==> config.mk <==
export PLATFORM = sky130hd
export DESIGN_NAME = gpt_unit
export DESIGN_NICKNAME = d
export VERILOG_FILES = /design/src/logic/_unused_guard.sv /design/src/logic/gpt_unit_pkg.sv /design/src/logic/gpt_unit.sv
export SDC_FILE = /design/constraint.sdc
export NUM_CORES = 1
export LEC_CHECK = 0
export BUFFER_PORTS_ARGS = -buffer_cell sky130_fd_sc_hd__buf_2
export CORE_ASPECT_RATIO = 1.25
export CORE_MARGIN = 1
export CORE_UTILIZATION = 51
export CTS_BUF_LIST = sky130_fd_sc_hd__clkbuf_2
export DETAILED_ROUTE_END_ITERATION = 7
export GPL_ROUTABILITY_DRIVEN = 1
export GPL_TIMING_DRIVEN = 0
export PLACE_DENSITY = 0.78
export SETUP_SLACK_MARGIN = 0.4
export SYNTH_ARGS = -nofsm -noshare
export SYNTH_HDL_FRONTEND = slang
export SYNTH_SLANG_ARGS = --single-unit
==> constraint.sdc <==
create_clock -name i_ref_clk -period 11.4 [get_ports i_ref_clk]
set_clock_uncertainty 0.1 [all_clocks]
set_input_delay 0.57 -clock i_ref_clk [delete_from_list [all_inputs] [get_ports i_ref_clk]]
set_output_delay 0.57 -clock i_ref_clk [all_outputs]
set_load 0.05 [all_outputs]
==> src/logic/_unused_guard.sv <==
`default_nettype none
`default_nettype wire

==> src/logic/gpt_unit_pkg.sv <==
// Purpose: Constants and state layout for the general purpose timer unit.
// Assumes: One 100 MHz clock; registers reached over a plain strobe port.
// Notes:   Register index = port address; data is 16 bits wide.
`default_nettype none

package gpt_unit_pkg;

	// ****************************************************************
	// Sizes and indices
	// ****************************************************************
	localparam int NT = 5;              // Timers
	localparam int NI = 6;              // Interrupt sources
	localparam int PN = 11;             // Synchronised pins
	localparam int DW = 16;
	localparam int AW = 5;
	localparam int T_SLA = 0;           // slow_aux_timer_a
	localparam int T_SLC = 1;           // slow_core_timer
	localparam int T_SLB = 2;           // slow_aux_timer_b
	localparam int T_FA  = 3;           // fast_aux_timer
	localparam int T_FC  = 4;           // fast_core_timer
	localparam int I_CR  = 5;           // Capture register source
	localparam int P_DIR = 5;           // First direction pin bit
	localparam int P_CAP = 10;          // Capture trigger pin bit

	// ****************************************************************
	// Register map (index on the address port)
	// ****************************************************************
	localparam logic [AW-1:0] A_CNT0   = 5'h00;  // Timer counts 0..4
	localparam logic [AW-1:0] A_FAST_CAPTURE_RELOAD_REG = 5'h05;
	localparam logic [AW-1:0] A_CTL0   = 5'h06;  // Timer controls 6..10
	localparam logic [AW-1:0] A_INT0   = 5'h0B;  // Interrupt controls 11..16

	// ****************************************************************
	// Timer control fields
	// ****************************************************************
	localparam int F_MODE = 0;          // 3 bits
	localparam int F_PS   = 3;          // 3 bits, prescale exponent
	localparam int F_EDGE = 3;          // 2 bits, counter/trigger edges
	localparam int F_SRC  = 5;          // 1 = toggle latch source
	localparam int F_RUN  = 6;
	localparam int F_DOWN = 7;
	localparam int F_XDIR = 8;
	localparam int F_OE   = 9;
	localparam int F_CLR  = 10;         // Fast aux: clear after capture
	localparam int F_CEDG = 11;         // Fast aux: 2 bits capture edge
	localparam int F_RLD  = 13;         // Fast core: reload on wrap
	localparam int F_PRIO = 0;          // Interrupt: 4 bits priority
	localparam int F_IEN  = 6;
	localparam int F_IREQ = 7;

	typedef enum logic [2:0] {
		M_TIMER, M_COUNTER, M_GATE_LO, M_GATE_HI, M_RELOAD, M_CAPTURE
	} tmode_e;

	// ****************************************************************
	// Timing
	// ****************************************************************
	localparam int CLK_MHZ      = 100;
	localparam int SLOW_MIN_NS  = 400;
	localparam int FAST_MIN_NS  = 200;
	localparam int SLOW_BASE_CY = SLOW_MIN_NS * CLK_MHZ / 1000;
	localparam int FAST_BASE_CY = FAST_MIN_NS * CLK_MHZ / 1000;
	localparam logic [5:0] SLOW_LAST = 6'(SLOW_BASE_CY - 1);
	localparam logic [5:0] FAST_LAST = 6'(FAST_BASE_CY - 1);

	// ****************************************************************
	// Whole state of the unit
	// ****************************************************************
	typedef struct packed {
		logic [NT-1:0][DW-1:0] cnt;
		logic [DW-1:0]         fast_capture_reload_reg;
		logic [NT-1:0][DW-1:0] ctrl;
		logic [NI-1:0][7:0]    intctl;
		logic [PN-1:0]         s1;
		logic [PN-1:0]         s2;
		logic [PN-1:0]         s3;
		logic [PN-1:0]         filt;
		logic [PN-1:0]         filt_d;
		logic [5:0]            slow_div;
		logic [5:0]            fast_div;
		logic [7:0]            slow_pre;
		logic [7:0]            fast_pre;
		logic [2:0]            tog;
		logic [2:0]            tog_d;
		logic [DW-1:0]         rdata;
		logic [1:0]            tog_pin;
		logic                  fast_pin;
		logic                  cmp_clk;
		logic [NI-1:0]         int_out;
	} unit_state_s;

	localparam unit_state_s STATE_RST = '0;

endpackage

`default_nettype wire

==> src/logic/gpt_unit.sv <==
// Purpose: Five-timer general purpose timer unit, slow and fast modules.
// Assumes: i_ref_clk is the CPU clock; pins are asynchronous to it.
// Notes:   All state is one struct; one comb block, one register block.
//
// Local design decisions: the placing of the registers and the plain strobed port.
`default_nettype none

module gpt_unit (
	input  wire logic                          i_ref_clk,
	input  wire logic                          i_sys_rst,
	input  wire logic [gpt_unit_pkg::AW-1:0]   i_addr,
	input  wire logic [gpt_unit_pkg::DW-1:0]   i_wdata,
	input  wire logic                          i_wr,
	input  wire logic                          i_rd,
	output logic      [gpt_unit_pkg::DW-1:0]   o_rdata,
	input  wire logic [gpt_unit_pkg::NT-1:0]   i_timer_gate_clock_input,
	input  wire logic [gpt_unit_pkg::NT-1:0]   i_timer_direction_input,
	input  wire logic                          i_capture_trigger_input,
	output logic      [1:0]                    o_toggle_latch_output_pin,
	output logic                               o_fast_toggle_output_pin,
	output logic                               o_compare_unit_clk,
	output logic      [gpt_unit_pkg::NI-1:0]   o_int_req
);

	// ****************************************************************
	// State
	// ****************************************************************
	gpt_unit_pkg::unit_state_s r_reg;
	gpt_unit_pkg::unit_state_s r_next;

	// Mask of low prescaler bits that must be all ones for a tick
	function automatic logic [7:0] pmask(input logic [2:0] e);
		logic [7:0] one;
		one = 8'h01;
		pmask = (one << e) - 8'h01;
	endfunction

	// ****************************************************************
	// Next state
	// ****************************************************************
	// Timers are updated first, then reloads and captures, then software
	// writes, so a write wins over the hardware for that cycle, except on the request flags.
	always_comb begin
		logic                          slow_base;
		logic                          fast_base;
		logic                          ptick;
		logic                          en;
		logic                          dn;
		logic                          pin_ev;
		logic                          tog_ev;
		logic                          src_tog;
		logic                          core_ld;
		logic                          cap_ev;
		logic [gpt_unit_pkg::DW-1:0]   ctl;
		logic [gpt_unit_pkg::DW-1:0]   core_val;
		logic [7:0]                    pre;
		logic [7:0]                    pm;
		logic [2:0]                    ps;
		logic [1:0]                    es;
		logic [1:0]                    ces;
		logic [2:0]                    trise;
		logic [2:0]                    tfall;
		logic                          tr;
		logic                          tf;
		logic [gpt_unit_pkg::PN-1:0]   rise;
		logic [gpt_unit_pkg::PN-1:0]   fall;
		logic [gpt_unit_pkg::NT-1:0]   ev;
		logic [gpt_unit_pkg::NI-1:0]   set_req;
		gpt_unit_pkg::tmode_e          mode;
		r_next = r_reg;
		slow_base = 1'b0;
		fast_base = 1'b0;
		ptick = 1'b0;
		en = 1'b0;
		dn = 1'b0;
		pin_ev = 1'b0;
		tog_ev = 1'b0;
		src_tog = 1'b0;
		core_ld = 1'b0;
		cap_ev = 1'b0;
		ctl = '0;
		core_val = '0;
		pre = '0;
		pm = '0;
		ps = '0;
		es = '0;
		ces = '0;
		tr = 1'b0;
		tf = 1'b0;
		trise = '0;
		tfall = '0;
		rise = '0;
		fall = '0;
		ev = '0;
		set_req = '0;
		mode = gpt_unit_pkg::M_TIMER;

		// Three-stage synchroniser; the filtered level only moves once
		// stages two and three agree, so each pin change counts once
		r_next.s1 = {i_capture_trigger_input, i_timer_direction_input,
			i_timer_gate_clock_input};
		r_next.s2 = r_reg.s1;
		r_next.s3 = r_reg.s2;
		for (int b = 0; b < gpt_unit_pkg::PN; b++) begin
			if (r_reg.s2[b] == r_reg.s3[b]) begin
				r_next.filt[b] = r_reg.s3[b];
			end
		end
		r_next.filt_d = r_reg.filt;
		rise = r_reg.filt & ~r_reg.filt_d;
		fall = ~r_reg.filt & r_reg.filt_d;
		trise = r_reg.tog & ~r_reg.tog_d;
		tfall = ~r_reg.tog & r_reg.tog_d;

		// Base dividers give the finest count period of each module
		slow_base = (r_reg.slow_div == gpt_unit_pkg::SLOW_LAST);
		fast_base = (r_reg.fast_div == gpt_unit_pkg::FAST_LAST);
		r_next.slow_div = slow_base ? 6'h00 : r_reg.slow_div + 6'h01;
		r_next.fast_div = fast_base ? 6'h00 : r_reg.fast_div + 6'h01;
		r_next.slow_pre = r_reg.slow_pre + {7'h00, slow_base};
		r_next.fast_pre = r_reg.fast_pre + {7'h00, fast_base};

		// Per-timer counting
		for (int t = 0; t < gpt_unit_pkg::NT; t++) begin
			ctl = r_reg.ctrl[t];
			mode = gpt_unit_pkg::tmode_e'(ctl[gpt_unit_pkg::F_MODE +: 3]);
			ps = ctl[gpt_unit_pkg::F_PS +: 3];
			es = ctl[gpt_unit_pkg::F_EDGE +: 2];
			pm = pmask(ps);
			pre = (t < gpt_unit_pkg::T_FA) ? r_reg.slow_pre : r_reg.fast_pre;
			ptick = ((t < gpt_unit_pkg::T_FA) ? slow_base : fast_base)
				&& ((pre & pm) == pm);
			pin_ev = (rise[t] & es[0]) | (fall[t] & es[1]);
			// Fast aux follows the fast core latch, slow timers the slow core latch
			tr = (t == gpt_unit_pkg::T_FA) ? trise[2] : trise[0];
			tf = (t == gpt_unit_pkg::T_FA) ? tfall[2] : tfall[0];
			tog_ev = (tr & es[0]) | (tf & es[1]);
			// A latch cannot clock its own timer, so cores ignore the source bit
			src_tog = ctl[gpt_unit_pkg::F_SRC] && (t != gpt_unit_pkg::T_SLC)
				&& (t != gpt_unit_pkg::T_FC);
			case (mode)
				gpt_unit_pkg::M_TIMER: begin
					en = ptick;
				end
				gpt_unit_pkg::M_COUNTER: begin
					en = src_tog ? tog_ev : pin_ev;
				end
				gpt_unit_pkg::M_GATE_LO: begin
					en = ptick & ~r_reg.filt[t];
				end
				gpt_unit_pkg::M_GATE_HI: begin
					en = ptick & r_reg.filt[t];
				end
				default: begin
					en = 1'b0;
				end
			endcase
			en = en & ctl[gpt_unit_pkg::F_RUN];
			dn = ctl[gpt_unit_pkg::F_DOWN] ^ (ctl[gpt_unit_pkg::F_XDIR]
				& r_reg.filt[gpt_unit_pkg::P_DIR + t]);
			if (en) begin
				if (dn) begin
					ev[t] = (r_reg.cnt[t] == 16'h0000);
					r_next.cnt[t] = r_reg.cnt[t] - 16'h0001;
				end else begin
					ev[t] = (r_reg.cnt[t] == 16'hFFFF);
					r_next.cnt[t] = r_reg.cnt[t] + 16'h0001;
				end
			end
			// Fast core may restart from the capture register on each wrap
			if ((t == gpt_unit_pkg::T_FC) && ev[t] && ctl[gpt_unit_pkg::F_RLD]) begin
				r_next.cnt[t] = r_reg.fast_capture_reload_reg;
			end
			// Slow aux timers as capture or reload registers of the core
			if ((t == gpt_unit_pkg::T_SLA) || (t == gpt_unit_pkg::T_SLB)) begin
				if ((mode == gpt_unit_pkg::M_CAPTURE) && pin_ev) begin
					r_next.cnt[t] = r_reg.cnt[gpt_unit_pkg::T_SLC];
					set_req[t] = 1'b1;
				end
				// Trigger from own pin or chosen core latch edge; two aux
				// timers on opposite edges alternate and give a free PWM
				if ((mode == gpt_unit_pkg::M_RELOAD)
					&& (ctl[gpt_unit_pkg::F_SRC] ? tog_ev : pin_ev)) begin
					core_ld = 1'b1;
					core_val = r_reg.cnt[t];
					set_req[t] = 1'b1;
				end
			end
		end
		set_req[gpt_unit_pkg::NT-1:0] = set_req[gpt_unit_pkg::NT-1:0] | ev;

		// Reload overrides the core's own count step in the same cycle
		if (core_ld) begin
			r_next.cnt[gpt_unit_pkg::T_SLC] = core_val;
		end

		// Capture of the fast aux timer, optionally clearing it afterwards
		ces = r_reg.ctrl[gpt_unit_pkg::T_FA][gpt_unit_pkg::F_CEDG +: 2];
		cap_ev = (rise[gpt_unit_pkg::P_CAP] & ces[0])
			| (fall[gpt_unit_pkg::P_CAP] & ces[1]);
		if (cap_ev) begin
			r_next.fast_capture_reload_reg = r_reg.cnt[gpt_unit_pkg::T_FA];
			set_req[gpt_unit_pkg::I_CR] = 1'b1;
			if (r_reg.ctrl[gpt_unit_pkg::T_FA][gpt_unit_pkg::F_CLR]) begin
				r_next.cnt[gpt_unit_pkg::T_FA] = 16'h0000;
			end
		end

		// Toggle latches flip on each wrap of their timer
		r_next.tog_d = r_reg.tog;
		r_next.tog[0] = r_reg.tog[0] ^ ev[gpt_unit_pkg::T_SLC];
		r_next.tog[1] = r_reg.tog[1] ^ ev[gpt_unit_pkg::T_SLB];
		r_next.tog[2] = r_reg.tog[2] ^ ev[gpt_unit_pkg::T_FC];

		// Software writes; unmapped addresses are ignored
		if (i_wr) begin
			if (i_addr < gpt_unit_pkg::A_FAST_CAPTURE_RELOAD_REG) begin
				r_next.cnt[i_addr - gpt_unit_pkg::A_CNT0] = i_wdata;
			end else if (i_addr == gpt_unit_pkg::A_FAST_CAPTURE_RELOAD_REG) begin
				r_next.fast_capture_reload_reg = i_wdata;
			end else if (i_addr < gpt_unit_pkg::A_INT0) begin
				r_next.ctrl[i_addr - gpt_unit_pkg::A_CTL0] = i_wdata;
			end else if (i_addr < gpt_unit_pkg::A_INT0 + 5'(gpt_unit_pkg::NI)) begin
				r_next.intctl[i_addr - gpt_unit_pkg::A_INT0] = i_wdata[7:0];
			end
		end

		// Request flags: a hardware set wins over a clear written alongside
		for (int k = 0; k < gpt_unit_pkg::NI; k++) begin
			if (set_req[k]) begin
				r_next.intctl[k][gpt_unit_pkg::F_IREQ] = 1'b1;
			end
			r_next.int_out[k] = r_next.intctl[k][gpt_unit_pkg::F_IREQ]
				& r_next.intctl[k][gpt_unit_pkg::F_IEN];
		end

		// Registered pin outputs, each gated by its timer's output enable
		r_next.tog_pin[0] = r_next.tog[0]
			& r_reg.ctrl[gpt_unit_pkg::T_SLC][gpt_unit_pkg::F_OE];
		r_next.tog_pin[1] = r_next.tog[1]
			& r_reg.ctrl[gpt_unit_pkg::T_SLB][gpt_unit_pkg::F_OE];
		r_next.fast_pin = r_next.tog[2]
			& r_reg.ctrl[gpt_unit_pkg::T_FC][gpt_unit_pkg::F_OE];
		r_next.cmp_clk = ev[gpt_unit_pkg::T_FC];

		// Read data show the values before this cycle's update
		if (i_rd) begin
			if (i_addr < gpt_unit_pkg::A_FAST_CAPTURE_RELOAD_REG) begin
				r_next.rdata = r_reg.cnt[i_addr - gpt_unit_pkg::A_CNT0];
			end else if (i_addr == gpt_unit_pkg::A_FAST_CAPTURE_RELOAD_REG) begin
				r_next.rdata = r_reg.fast_capture_reload_reg;
			end else if (i_addr < gpt_unit_pkg::A_INT0) begin
				r_next.rdata = r_reg.ctrl[i_addr - gpt_unit_pkg::A_CTL0];
			end else if (i_addr < gpt_unit_pkg::A_INT0 + 5'(gpt_unit_pkg::NI)) begin
				r_next.rdata = {8'h00, r_reg.intctl[i_addr - gpt_unit_pkg::A_INT0]};
			end else begin
				r_next.rdata = 16'h0000;                             // Unmapped
			end
		end
	end

	// ****************************************************************
	// State register
	// ****************************************************************
	// Every field resets to zero: timers stopped, latches low
	always_ff @(posedge i_ref_clk or posedge i_sys_rst) begin
		if (i_sys_rst) begin
			r_reg <= gpt_unit_pkg::STATE_RST;
		end else begin
			r_reg <= r_next;
		end
	end

	// Outputs come straight from the state register
	assign o_rdata = r_reg.rdata;
	assign o_toggle_latch_output_pin = r_reg.tog_pin;
	assign o_fast_toggle_output_pin = r_reg.fast_pin;
	assign o_compare_unit_clk = r_reg.cmp_clk;
	assign o_int_req = r_reg.int_out;

endmodule

`default_nettype wire

==> flow_metrics.env <==
export IMPL_ys_types=87
export IMPL_chipWidth_um=178.9
export IMPL_rsz0062_at_grt="false"
export IMPL_clock_sinks=331
export IMPL_syn2layout_area_growth_pct=10.13
export IMPL_post_route_min_period_ns=4.389
export IMPL_cts_resized=0
export IMPL_final_cell_area_um2=21970
export IMPL_synth_top_area_frac=0.4153
export IMPL_whs_path_depth=2
export IMPL_synthFlopType="dfrtp_1"
export IMPL_ys_warn_count=0
export IMPL_power_internal_mw=2.553
export IMPL_drc=0
export IMPL_dpl_worst_slack_ns=6.813
export IMPL_ioPinCount=62
export IMPL_finalCritPeriodShare=0.3850
export IMPL_tns_ns=0
export IMPL_root_buffer="clkbuf_2"
export IMPL_grt_pass1_wl_um=96390
export IMPL_io_buffer_count=59
export IMPL_drt_iter0_drc=1615
export IMPL_grt_pass1_vias=17100
export IMPL_synth_area_leaders="dfrtp_1 (42%), mux2_2 (7.1%), ha_1 (5.3%)"
export IMPL_sw_frac_of_total=0.4376
export IMPL_hold_start="i_timer_direction_input[0]"
export IMPL_placed_area_um2=20920
export IMPL_slowest_delay_ns=0.58
export IMPL_use_met3=0.06834
export IMPL_crit_slowest_cell="xor2_1"
export IMPL_async_reset_ff_frac=1.000
export IMPL_hold_path_class="input pin to flop"
export IMPL_critPathRequiredTime_ns=12.15
export IMPL_routed_via_density=6.338
export IMPL_reg2reg_slack_ns=7.01
export IMPL_clk_latency_ns=1.05
export IMPL_setup_slack_ns=7.011
export IMPL_max_cap_violations=0
export IMPL_finalHoldViolations=0
export IMPL_synthCells=1978
export IMPL_grt_max_degree=134
export IMPL_ir_worst_vdd_mv=0.09591
export IMPL_status="finished, final reports clean"
export IMPL_grt_use_total=0.3187
export IMPL_htreeDepth=3
export IMPL_row_count=80
export IMPL_crit_path_frequent_cell="nand2_1"
export IMPL_syn_area_per_cell_um2=10.08
export IMPL_tightest_slew_ns=1.220
export IMPL_drive_above_1_share=0.1920
export IMPL_p_comb_frac=0.409
export IMPL_seq_power_share=0.415
export IMPL_clk_path_buf_depth=3
export IMPL_r2r_end="r_reg[274]"
export IMPL_setup_viol_count_final=0
export IMPL_synth_edf_count=0
export IMPL_busiest_layer="met2"
export IMPL_final_nets=2280
export IMPL_critPathTopFamily="compound AO/OA/AOI/OAI gates"
export IMPL_syn_nets=2103
export IMPL_p_sw_mw=1.987
export IMPL_hold_path_end="r_next[98]"
export IMPL_ys_seq_area_frac=0.4153
export IMPL_die_h_um=223.1
export IMPL_drtAntennaViolNets=0
export IMPL_fmax_mhz=227.8
export IMPL_crit_type="flop to flop"
export IMPL_start_util=0.5203
export IMPL_vias=17160
export IMPL_grt_met2_usage=0.4942
export IMPL_synth_top_cell_by_area="dfrtp_1"
export IMPL_use_met1=0.3794
export IMPL_crit_path_max_fanout=16
export IMPL_dieArea_um2=39910
export IMPL_syn_area_um2=19950
export IMPL_reg2reg_depth=13
export IMPL_report_final_slew_viol_count=0
export IMPL_power_total_mw=4.540
export IMPL_cellPowerDensity_nw_per_um2=206.7
export IMPL_routed_wl_um=61780
export IMPL_gp_congestion=1.014
export IMPL_hpwl_um=44140
export IMPL_routedWlPerCell_um=22.82
export IMPL_gr_total_overflow=0
export IMPL_p_leak_nw=9.755
export IMPL_pwr_share_clk=0.176
export IMPL_core_um2=38340
export IMPL_worst_path_buf_inv=1
export IMPL_antenna_found_initial=1
export IMPL_slew_headroom=0.1869
export IMPL_crit_path_start_kind="flop"
export IMPL_cts_made_buffers=82
export IMPL_post_cts_buffers=0
export IMPL_arrival_ns=5.13
export IMPL_synth_seq_cells=331
export IMPL_cts_clk_slew_worst_paths_ns=0.11
export IMPL_drt_first_pass_iters=5
export IMPL_end_kind="flop"
export IMPL_worstPathCellList="nand2_1, xor2_1, inv_1, ha_1, a21o_1, a221o_1, a31oi_1, o21ai_1, o41a_1, xnor2_1, o2111ai_1, o31a_1, nand2_1"
export IMPL_cts_tree="built"
-- per-stage QoR --
step / instances / utilization / hold slack, ns
6_report: 2707 / 0.5730 / 0.1231
5_1_grt: 2707 / 0.5730 / 0.05320
4_1_cts: 2706 / 0.5729 / 0.006563
3_5_place_dp: 2531 / 0.5457 / 0.2370
3_3_place_gp: 2529 / 0.5441 / 0.2324
2_1_floorplan: 1978 / - / 0.2312
-- area by class of cell --
type / count / area (µm²)
Antenna cell: 1 / 2.502
Buffer: 124 / 636.9
Clock buffer: 113 / 565.5
Clock inverter: 30 / 158.9
Fill cell: 3267 / 16370
Inverter: 35 / 138.9
Multi-Input combinational cell: 1488 / 10900
Sequential cell: 331 / 8283
Tap cell: 492 / 615.6
Timing Repair Buffer: 93 / 670.6
-- what timing repair did --
item | 4_1_cts | 5_1_grt
hold buffers | 32 | 0
endpoints found under the setup margin | 0 | 0
hold endpoints to repair | 213 | 0
-- worst reg2reg max path: stages, from the launching register on --
cell and delay [ns]:
dfrtp_1 0.42, nand2_1 0.10, xor2_1 0.58, inv_1 0.52
ha_1 0.48, a21o_1 0.20, a221o_1 0.35, a31oi_1 0.28
o21ai_1 0.17, o41a_1 0.40, xnor2_1 0.16, o2111ai_1 0.21
o31a_1 0.15, nand2_1 0.04
-- synthesized netlist by cell type (20+ instances only) --
| master | n |
|---|---|
| nand2_1 | 158 |
| o21ai_0 | 124 |
| xnor2_1 | 50 |
| buf_4 | 26 |
| mux2_2 | 125 |
| mux2i_1 | 76 |
| a21o_1 | 26 |
| buf_2 | 20 |
| nor3_1 | 21 |
| ha_1 | 84 |
| inv_1 | 33 |
| nor2_1 | 163 |
| a22oi_1 | 34 |
| nand3_1 | 36 |
| a211oi_1 | 29 |
| clkbuf_1 | 62 |
| mux4_2 | 35 |
| o22ai_1 | 24 |
| a21oi_1 | 157 |
| nand4_1 | 27 |
| dfrtp_1 | 331 |
| xor2_1 | 44 |
| nor4_1 | 32 |
-- layout by cell type, fill, tap and decap left out, types with 8 or more instances in the layout --
master and instances:
nand3_1 36, o21ai_0 124, clkinv_1 22, nand3b_1 13
or3_1 8, a21o_1 26, o21ai_1 12, a22oi_1 34
dfrtp_1 331, o21bai_1 8, nand2_1 158, xor2_1 44
mux4_2 35, and3_1 9, xnor2_1 50, ha_1 84
mux2i_1 76, nor2b_1 17, maj3_1 11, o22ai_1 24
dlygate4sd3_1 32, mux2_2 125, a21oi_1 157, inv_1 32
a211oi_1 29, nand4_1 27, o21a_1 10, nor4_1 32
nor2_1 163, buf_4 26, buf_2 79, nand2b_1 16
clkbuf_2 113, and2_1 15, o211ai_1 15, buf_1 10
nor3_1 21, a31oi_1 11, clkbuf_1 62
-- worst max-delay path by stage --
stage | from | endpoint | slack (ns) | cells after the start
finish | flop | r_reg[274] | 7.01 | 13
global route | r_next[68] | r_reg[319] | 6.76 | 13
CTS | r_next[68] | r_reg[319] | 7.11 | 13
detailed placement | i_addr[2] | o_int_req[0] | 6.81 | 16
global placement | i_sys_rst | r_next[70] | -1.65 | 2
floorplan | i_sys_rst | asynchronous set/reset pin | 1.56 | 1
-- power by group through the flow --
stage          Clock (mW)  Sequential [mW]  Combinational [mW]
2_1_floorplan           0             1.64                1.47
3_3_place_gp            0             1.86                1.74
3_5_place_dp            0             1.87                1.81
4_1_cts             0.812             1.85                1.83
5_1_grt             0.872             1.88                2.05
6_report            0.798             1.89                1.86
-- layer usage --
metal | vias to the layer above | part of all wire
met5 | - | 0
met4 | 0 | 0.087
met3 | 307 | 0.088
met2 | 959 | 0.46
met1 | 8259 | 0.37
li1 | 7631 | -
-- cell families (layout without fill, tap and decap cells) --
kind of cell             Yosys count  after routing  share of synthesized area
other                              0              1                          0
buffers and inverters            159            395                    0.03851
flip-flops                       331            331                     0.4153
adder cells (fa/ha/maj)          100            100                    0.06323
XOR/XNOR                          94             94                    0.04127
multiplexers                     236            236                     0.1482
AND/OR/NAND/NOR                  550            550                     0.1344
AO/OA/AOI/OAI                    508            508                     0.1591
(Power assumes the default switching activity.)
